`config.mk`:
```
export PLATFORM = sky130hd
export DESIGN_NAME = rt_status_word_bits
export DESIGN_NICKNAME = d
export VERILOG_FILES = /design/src/hw/sw_bits_pkg.sv /design/src/hw/rt_status_word_bits.sv
export SDC_FILE = /design/constraint.sdc
export NUM_CORES = 1
export LEC_CHECK = 0
export BUFFER_PORTS_ARGS = -buffer_cell sky130_fd_sc_hd__buf_2
export CORE_MARGIN = 4
export CORE_UTILIZATION = 30
export DETAILED_ROUTE_END_ITERATION = 8
export GPL_TIMING_DRIVEN = 0
export MAX_ROUTING_LAYER = met4
export PLACE_DENSITY_LB_ADDON = 0.15
export SYNTH_ARGS = -nofsm -noshare
export SYNTH_HDL_FRONTEND = slang
export SYNTH_SLANG_ARGS = --single-unit
```
`constraint.sdc`:
```
create_clock -name clk_sys -period 2.75 [get_ports clk_sys]
set_input_delay 0.275 -clock clk_sys [delete_from_list [all_inputs] [get_ports clk_sys]]
set_output_delay 0.275 -clock clk_sys [all_outputs]
set_load 0.02 [all_outputs]
```
`src/hw/sw_bits_pkg.sv`:
```
// constants for the status word flag control register
package sw_bits_pkg;
  // host register decode
  localparam logic [15:0] FLAG_REG_ADDR = 16'h0007;
  localparam logic [15:0] FLAG_REG_RESET = 16'h0000;
  // bits the host may set: 15, 9, 8, 3, 2, 0
  localparam logic [15:0] FLAG_WR_MASK = 16'h830d;
  // bits that feed the status word
  localparam logic [15:0] FLAG_SW_MASK = 16'h030d;
  // register bit positions
  localparam int B_SEND_ONCE = 15;
  localparam int B_RX_ERR = 10;
  localparam int B_TELEM = 9;
  localparam int B_SVC_REQ = 8;
  localparam int B_BCAST = 4;
  localparam int B_BUSY = 3;
  localparam int B_SUB_FAULT = 2;
  localparam int B_DYN_BUS = 1;
  localparam int B_TERM_FLAG = 0;
  // status word rt address field
  localparam int RT_ADDR_LSB = 11;
  localparam logic [15:0] ZERO_WORD = 16'h0000;
  // sequencer states
  typedef enum logic [1:0] {
    ST_IDLE = 2'b01,
    ST_HOLD = 2'b10
  } sw_state_t;
endpackage

```
`src/hw/rt_status_word_bits.sv`:
```
// status word flag register and status word assembly for the remote terminal
// How it works
// - 16-bit host register at 0x0007; set bits go into each status word
// - dynamic bus control acceptance bit is always sent as zero
// - host flags repeat in every status word until host clears them
// - broadcast-received and message-error positions come from device inputs
// - register bits 4 and 10 ignore writes and read zero
// - with send-once bit set, whole register clears after a word is sent
// - transmit status or last command mode codes repeat previously sent flags
// - unused bits 14-10, 7-4 and 1 cannot be set, read zero
// - bit 9 set gives the instrumentation status bit
// - bit 8 set gives the service request status bit
// - bit 3 set gives busy on every valid command
// - descriptor busy bit gives busy for that command alone
// - busy response sends status only, data words suppressed
// - busy message sets busy history flag in its message info word
// - subsystem flag is register bit 2 or the external pin
// - vector word command clears bit 2 before status sent, option zero
// - bit 0 set gives the terminal flag status bit
// - master or software reset clears every defined bit
module rt_status_word_bits
  import sw_bits_pkg::*;
(
  // clock and resets
  input wire logic clk_sys,
  input wire logic rst,
  input wire logic soft_reset,
  // host register access
  input wire logic [15:0] host_addr,
  input wire logic host_wr,
  input wire logic host_rd,
  input wire logic [15:0] host_wdata,
  output logic [15:0] host_rdata,
  // status request and command qualifiers from the protocol engine
  input wire logic [4:0] rt_address,
  input wire logic status_req,
  input wire logic cmd_is_repeat_mc,
  input wire logic cmd_is_vector_mc,
  input wire logic desc_busy,
  // device-owned flags and the subsystem pin
  input wire logic broadcast_received_flag,
  input wire logic rx_error_flag,
  input wire logic sub_fault_pin,
  input wire logic vector_clear_option_cfg,
  input wire logic status_sent,
  // latched status word and response qualifiers
  output logic [15:0] status_word,
  output logic status_valid,
  output logic suppress_data,
  output logic busy_history_flag
);
  import sw_bits_pkg::*;

  sw_state_t state;
  sw_state_t next_state;
  logic [15:0] flag_reg;
  logic [15:0] next_flag_reg;
  logic [15:0] last_flags;

  ////////////////////////////////////////////////////////////////
  // decode
  wire reg_hit = host_addr == FLAG_REG_ADDR;
  wire wr_hit = host_wr && reg_hit;
  wire rd_hit = host_rd && reg_hit;
  // requests only reach an idle sequencer, ends only a holding one
  wire req_take = status_req && state == ST_IDLE;
  wire sent_take = status_sent && state == ST_HOLD;
  // automatic clears; vector clear acts at the request, before the word leaves
  wire vec_clear = req_take && cmd_is_vector_mc && !vector_clear_option_cfg;
  wire once_clear = sent_take && flag_reg[B_SEND_ONCE];
  // host data with the unsettable bits forced low
  wire [15:0] wr_val = host_wdata & FLAG_WR_MASK;
  wire [15:0] vec_mask = vec_clear ? ~(16'h0001 << B_SUB_FAULT) : 16'hffff;

  // register next value: reset, host write, automatic clears
  always_comb begin
    next_flag_reg = flag_reg;
    if (once_clear) begin
      next_flag_reg = ZERO_WORD;
    end
    if (wr_hit) begin
      next_flag_reg = wr_val;
    end
    next_flag_reg = next_flag_reg & vec_mask;
  end

  ////////////////////////////////////////////////////////////////
  // status word assembly, from register with vector clear applied
  wire [15:0] cur_flags = flag_reg & vec_mask & FLAG_SW_MASK;
  wire [15:0] use_flags = cmd_is_repeat_mc ? (cur_flags | last_flags) : cur_flags;
  wire word_busy = use_flags[B_BUSY] | desc_busy;
  wire word_ssf = use_flags[B_SUB_FAULT] | sub_fault_pin;
  wire [15:0] word_rt = 16'(rt_address) << RT_ADDR_LSB;
  wire [15:0] word_dev = (16'(rx_error_flag) << B_RX_ERR) |
                         (16'(broadcast_received_flag) << B_BCAST);
  wire [15:0] word_host = (16'(use_flags[B_TELEM]) << B_TELEM) |
                          (16'(use_flags[B_SVC_REQ]) << B_SVC_REQ) |
                          (16'(word_busy) << B_BUSY) |
                          (16'(word_ssf) << B_SUB_FAULT) |
                          (16'(use_flags[B_TERM_FLAG]) << B_TERM_FLAG);
  wire [15:0] next_word = word_rt | word_dev | word_host;

  // sequencer: word is latched on request and held until sent
  always_comb begin
    case (state)
      ST_IDLE: next_state = status_req ? ST_HOLD : ST_IDLE;
      ST_HOLD: next_state = status_sent ? ST_IDLE : ST_HOLD;
      default: next_state = ST_IDLE;
    endcase
  end

  ////////////////////////////////////////////////////////////////
  // register and sequencer state
  always_ff @(posedge clk_sys) begin
    if (rst || soft_reset) begin
      flag_reg <= FLAG_REG_RESET;
      state <= ST_IDLE;
      last_flags <= ZERO_WORD;
    end else begin
      flag_reg <= next_flag_reg;
      state <= next_state;
      if (sent_take) begin
        last_flags <= status_word & FLAG_SW_MASK;
      end
    end
  end

  // latched status word, frozen while held
  always_ff @(posedge clk_sys) begin
    if (rst || soft_reset) begin
      status_word <= ZERO_WORD;
      status_valid <= 1'b0;
      suppress_data <= 1'b0;
      busy_history_flag <= 1'b0;
    end else if (req_take) begin
      status_word <= next_word;
      status_valid <= 1'b1;
      suppress_data <= word_busy;
      busy_history_flag <= word_busy;
    end else if (sent_take) begin
      status_valid <= 1'b0;
    end
  end

  // host read port, zero when unmapped
  always_ff @(posedge clk_sys) begin
    if (rst) begin
      host_rdata <= ZERO_WORD;
    end else begin
      host_rdata <= rd_hit ? flag_reg : ZERO_WORD;
    end
  end
endmodule

```
==> reports/metrics.cfg, run 1 <==
[outcome]
outcome = finished clean

[place]
numPortBuffers = 61
dp_hpwl_mm = 2.743
gp_congestion = 0.7172

[hold_path]
hold_depth = 3
hold_start = rx_error_flag
holdPathEnd = status_word[10]
min_path_type = in -> reg

[cells_and_area]
area_growth_pct = 35.70
n_antenna_cell = 0
nets = 292
largest_register_ffs = 12
drive_above_1_share_pct = 38.33

[power_and_ir_drop]
clkPwrFrac_pct = 37.1
power_w = 0.0009800
combPwrFrac_pct = 14.2
vdd_drop_max_mv = 0.1540
internal_power_w = 0.0007354
power_leakage_nw = 0.9093
p_seq_share_pct = 48.8
swShare_pct = 24.96
switchingPower_w = 0.0002447
pwr_density_cell_mw_per_mm2 = 506.3

[synth]
ys_warn_count = 0
ys.flop_type = dfxtp_1
synthTopCellsByCount = dfxtp_1 (32), nand2_1 (27), a21oi_1 (26)
yosys.area.top_type = dfxtp_1
synth_cell_types = 27
synth-async-reset-ratio_pct = 0
ys_seq_area_share_pct = 44.91
netlist_area_sq_mm = 0.001426
postSynthCellCount = 158
yosysTopAreaCellShare_pct = 44.91
synth-seq-cells = 32
synth_area_leaders = dfxtp_1 (45%), a21oi_1 (9.1%), buf_4 (8.9%)
synth_most_common_cell = dfxtp_1
synth_edf_count = 0
synth_area_per_cell_sq_um = 9.028

[routing]
via_per_inst = 4.397
drt-pass1-iter-count = 4
wl_mm = 3.414
drtIter0Drc = 79
vias = 1284
wl_per_cell_microns = 11.69
route.detailed.drc = 0
ant_nets = 0

[critical_path]
crit_path_start_kind = register
reg2reg_slack_ns = 1.22
critPathCaptureType = register
crit_type = reg -> reg
r2r_start = state[1]
ff2ff_path_depth = 7
worstPathArrival_ns = 1.74
required_ns = 2.96
reg2reg_to = status_word[12]
crit_fanout = 10

[floorplan]
coreArea_sq_mm = 0.004474
die_h_microns = 76.96
die_area_sq_mm = 0.005922
num_rows = 24
die_w_microns = 76.96
start_util_pct = 31.88
ios = 86

[sta]
max_freq_ghz = 0.6532
rsz0062_at_grt = no
finalCriticalPeriod_ns = 1.531
slew_viol_final = 0
min_period_over_period_pct = 55.67
finalSetupViolations = 0
finalClockSkew_ns = 0.004974
fin_tns_setup_ns = 0
hold_violations = 0

[clock_network]
cts_buffers = 5
clock_sinks = 32
clk_pin_slew_ns = 0.06
cts_hold_buf = 0
clkLatencyLatePin_ns = 0.28
postCtsSetupBuffers = 0
root_buffer = clkbuf_8
cts_tree = done
ctsResizeCount = 0
clock_path_buffers = 2
htree_levels = 2

[job]
cap_violations = 0

[global_route]
grt_use_total_pct = 12.42
grt_antenna_before_repair = 0
grt_pass1_vias = 1249
grt_max_degree = 11
grt_overflow = 0
grt_first_pass_wirelength_mm = 5.671

[logic make-up (layout without fill, tap and decap cells)]
family,count (synthesis),in the layout,synth area share (%)
AOI/OAI and AO/OA,40,40,15.79
adders and majority gates,2,2,1.754
buffers and inverters,26,95,11.40
DFF,32,32,44.91
other,1,14,0.2629
and+or+nand+nor,57,57,25.88
[critical path, cell delays in order, from the launching register on]
cell and delay [ns]:
dfxtp_1 0.31, inv_1 0.05, ha_1 0.16, and2_1 0.12, clkbuf_1 0.32, buf_2 0.30, nand2_1 0.08, a21oi_1 0.11
[per-stage QoR]
step           area (sq um)  utilization [%]  hold slack [ns]  setup WS [ns]  std cells
3_3_place_gp           1846            41.25           0.4404          1.210        284
5_1_grt                1936            43.26           0.2216         0.9894        292
4_1_cts                1936            43.26           0.2213          1.204        292
6_report               1936            43.26           0.2247          1.219        292
2_1_floorplan          1475                -           0.4110          1.348        171
3_5_place_dp           1846            41.25           0.4469          1.211        284
[per-layer routing]
metal  vias to the layer above  track usage, %  routed length [microns]
met5                         -               -                        0
met4                         0           5.435                       65
met3                         6           4.333                      277
met2                        47           19.16                     1584
met1                       555           14.59                     1487
li1                        676               -                        -
[power by group through the flow]
stage	Clock (W)	Sequential (W)	Combinational [W]
5_1_grt	0.000393	0.000479	0.000154
6_report	0.000363	0.000478	0.000139
2_1_floorplan	0	0.000497	0.0000740
4_1_cts	0.000375	0.000478	0.000140
3_3_place_gp	0	0.000488	0.000140
3_5_place_dp	0	0.000488	0.000140
[how the worst max path moves through the flow]
stage,startpoint,end,slack (ns)
final,state[1],status_word[12],1.22
after global routing,state[0],status_word[13],0.99
after CTS,state[0],state[0],1.20
after detailed placement,state[0],state[0],1.21
after global placement,state[1],status_word[14],1.21
after floorplan,state[0],state[0],1.35
[final cells by class]
| class | count | area (sq um) |
|---|---|---|
| inverter | 4 | 15.01 |
| multi-input combinational | 113 | 671.9 |
| sequential | 32 | 640.6 |
| buffer | 22 | 147.6 |
| tap | 52 | 65.06 |
| clock buffer | 8 | 90.09 |
| fill | 482 | 2539 |
| timing repair buffer | 61 | 305.3 |
[layout by cell type (no fill, tap or decap), drive strengths merged, types with 2 or more instances in the layout]
cell / n
buf: 79
dfxtp: 32
nand2: 27
a21oi: 26
conb: 14
clkbuf: 12
and2: 8
o211ai: 6
nand3: 6
o21ai: 5
inv: 4
nor2: 4
nor4b: 3
ha: 2
Note: power is estimated with default switching activity, not from simulation.
==> run 2: changes to the inputs <==
Clock period 2.75 ns to 1.3 ns, I/O delays scaled along.
==> reports/metrics.cfg, run 2 (same netlist as run 1, synthesis figures left out) <==
[routing]
wl_per_cell_microns = 12.38
via_per_inst = 4.578
drt-pass1-iter-count = 4
vias = 1346
ant_nets = 0
wl_mm = 3.639
drtIter0Drc = 65
route.detailed.drc = 0

[critical_path]
required_ns = 1.45
critPathCaptureType = register
crit_type = reg -> reg
r2r_start = state[0]
crit_path_start_kind = register
crit_fanout = 5
reg2reg_slack_ns = 0.02
ff2ff_path_depth = 4
reg2reg_to = state[0]
worstPathArrival_ns = 1.43

[global_route]
grt_use_total_pct = 12.47
grt_antenna_before_repair = 0
grt_first_pass_wirelength_mm = 5.775
grt_pass1_vias = 1235
grt_max_degree = 11
grt_overflow = 0

[floorplan]
coreArea_sq_mm = 0.004474
die_h_microns = 76.96
die_area_sq_mm = 0.005922
die_w_microns = 76.96
ios = 86
start_util_pct = 31.88
num_rows = 24

[place]
dp_hpwl_mm = 2.764
gp_congestion = 0.7620
numPortBuffers = 61

[power_and_ir_drop]
pwr_density_cell_mw_per_mm2 = 1041
clkPwrFrac_pct = 36.4
p_seq_share_pct = 48.2
power_w = 0.002102
internal_power_w = 0.001574
switchingPower_w = 0.0005281
vdd_drop_max_mv = 0.3157
power_leakage_nw = 0.9344
combPwrFrac_pct = 15.4
swShare_pct = 25.12

[cells_and_area]
nets = 294
final_util_pct = 45.13
n_fill_cell = 478
drive_above_1_share_pct = 44.21
n_antenna_cell = 0
seq_area_sq_um = 643.1
area_growth_pct = 41.58
largest_register_ffs = 12
layout_common_cells = buf_2 (61), dfxtp_1 (30), nand2_1 (25), a21oi_1 (25), buf_4 (21)
layout_commonest_cell = buf_2
multiInputGateArea_sq_um = 724.4

[hold_path]
holdPathEnd = status_word[4]
min_path_type = in -> reg
hold_depth = 3
hold_start = broadcast_received_flag

[sta]
slew_viol_final = 0
finalCriticalPeriod_ns = 1.279
tightest_slew_ns = 0.5117
slew_headroom_pct = 65.89
min_period_over_period_pct = 98.39
rsz0062_at_grt = yes
max_freq_ghz = 0.7818
hold_violations = 0
finalSetupViolations = 0
finalClockSkew_ns = 0.005454

[clock_network]
cts_hold_buf = 0
cts_buffers = 5
clk_pin_slew_ns = 0.06
clock_sinks = 32
cts_tree = done
clkLatencyLatePin_ns = 0.28
clock_path_buffers = 2
root_buffer = clkbuf_8
htree_levels = 2

[outcome]
outcome = finished clean

[job]
cap_violations = 0

## run 2: cell types whose count changed in the layout (fill, tap and decap cells not counted), sizes merged
| cell | delta |
|---|---|
| clkbuf | -2 |
| buf | +4 |
## run 2: timing repair
item,in CTS,in global routing
pin swaps,0,1
buffers inserted,0,4
gates resized for setup,7,10
setup endpoints to repair,17,11
cloned,0,0
## run 2: power groups by stage
stage | registers (W) | logic [W] | clock network, W
after detailed placement | 0.00103 | 0.000298 | 0
after floorplan | 0.00105 | 0.000157 | 0
after global routing | 0.00102 | 0.000354 | 0.000823
final | 0.00101 | 0.000324 | 0.000764
after global placement | 0.00103 | 0.000296 | 0
after CTS | 0.00101 | 0.000304 | 0.000787
## run 2: cell type report
type | instances | share of cell area [%]
buffer | 20 | 7.249
clock buffer | 8 | 4.461
inverter | 4 | 0.7435
multi-input combinational | 113 | 35.87
sequential | 32 | 31.85
tap | 52 | 3.222
timing repair buffer | 65 | 16.60
## run 2: stage by stage
step | hold slack, ns | cells | setup slack (ns) | instance area [sq um] | TNS [ns]
final | 0.08560 | 294 | 0.02096 | 2019 | 0
after global routing | 0.09340 | 294 | -0.01200 | 2019 | -0.03017
after CTS | 0.08546 | 290 | 0.006887 | 1943 | 0
after detailed placement | 0.3793 | 284 | -0.2336 | 1851 | -2.785
after global placement | 0.3755 | 284 | -0.2300 | 1851 | -2.686
after floorplan | 0.2660 | 171 | -0.03968 | 1480 | -0.03968
## run 2: worst max-delay path by stage
| stage | from | end | slack, ns | cells after the start |
|---|---|---|---|---|
| floorplan | state[0] | state[0] | -0.04 | 5 |
| global placement | state[1] | status_word[14] | -0.23 | 7 |
| detailed placement | state[1] | status_word[11] | -0.23 | 7 |
| CTS | state[0] | state[0] | 0.007 | 4 |
| global route | state[0] | state[0] | -0.01 | 4 |
| finish | state[0] | state[0] | 0.02 | 4 |
## run 2: routing by layer
metal / track usage (%) / part of all wire, %
met5: - / 0
met4: 4.348 / 0.71
met1: 15.51 / 43
met2: 19.60 / 48
met3: 3.162 / 7.5
## run 2: critical path, stage by stage, from the launching register on
cell and delay (ns):
dfxtp_2 0.35, inv_2 0.05, ha_4 0.16, and2_4 0.15, or4_1 0.45
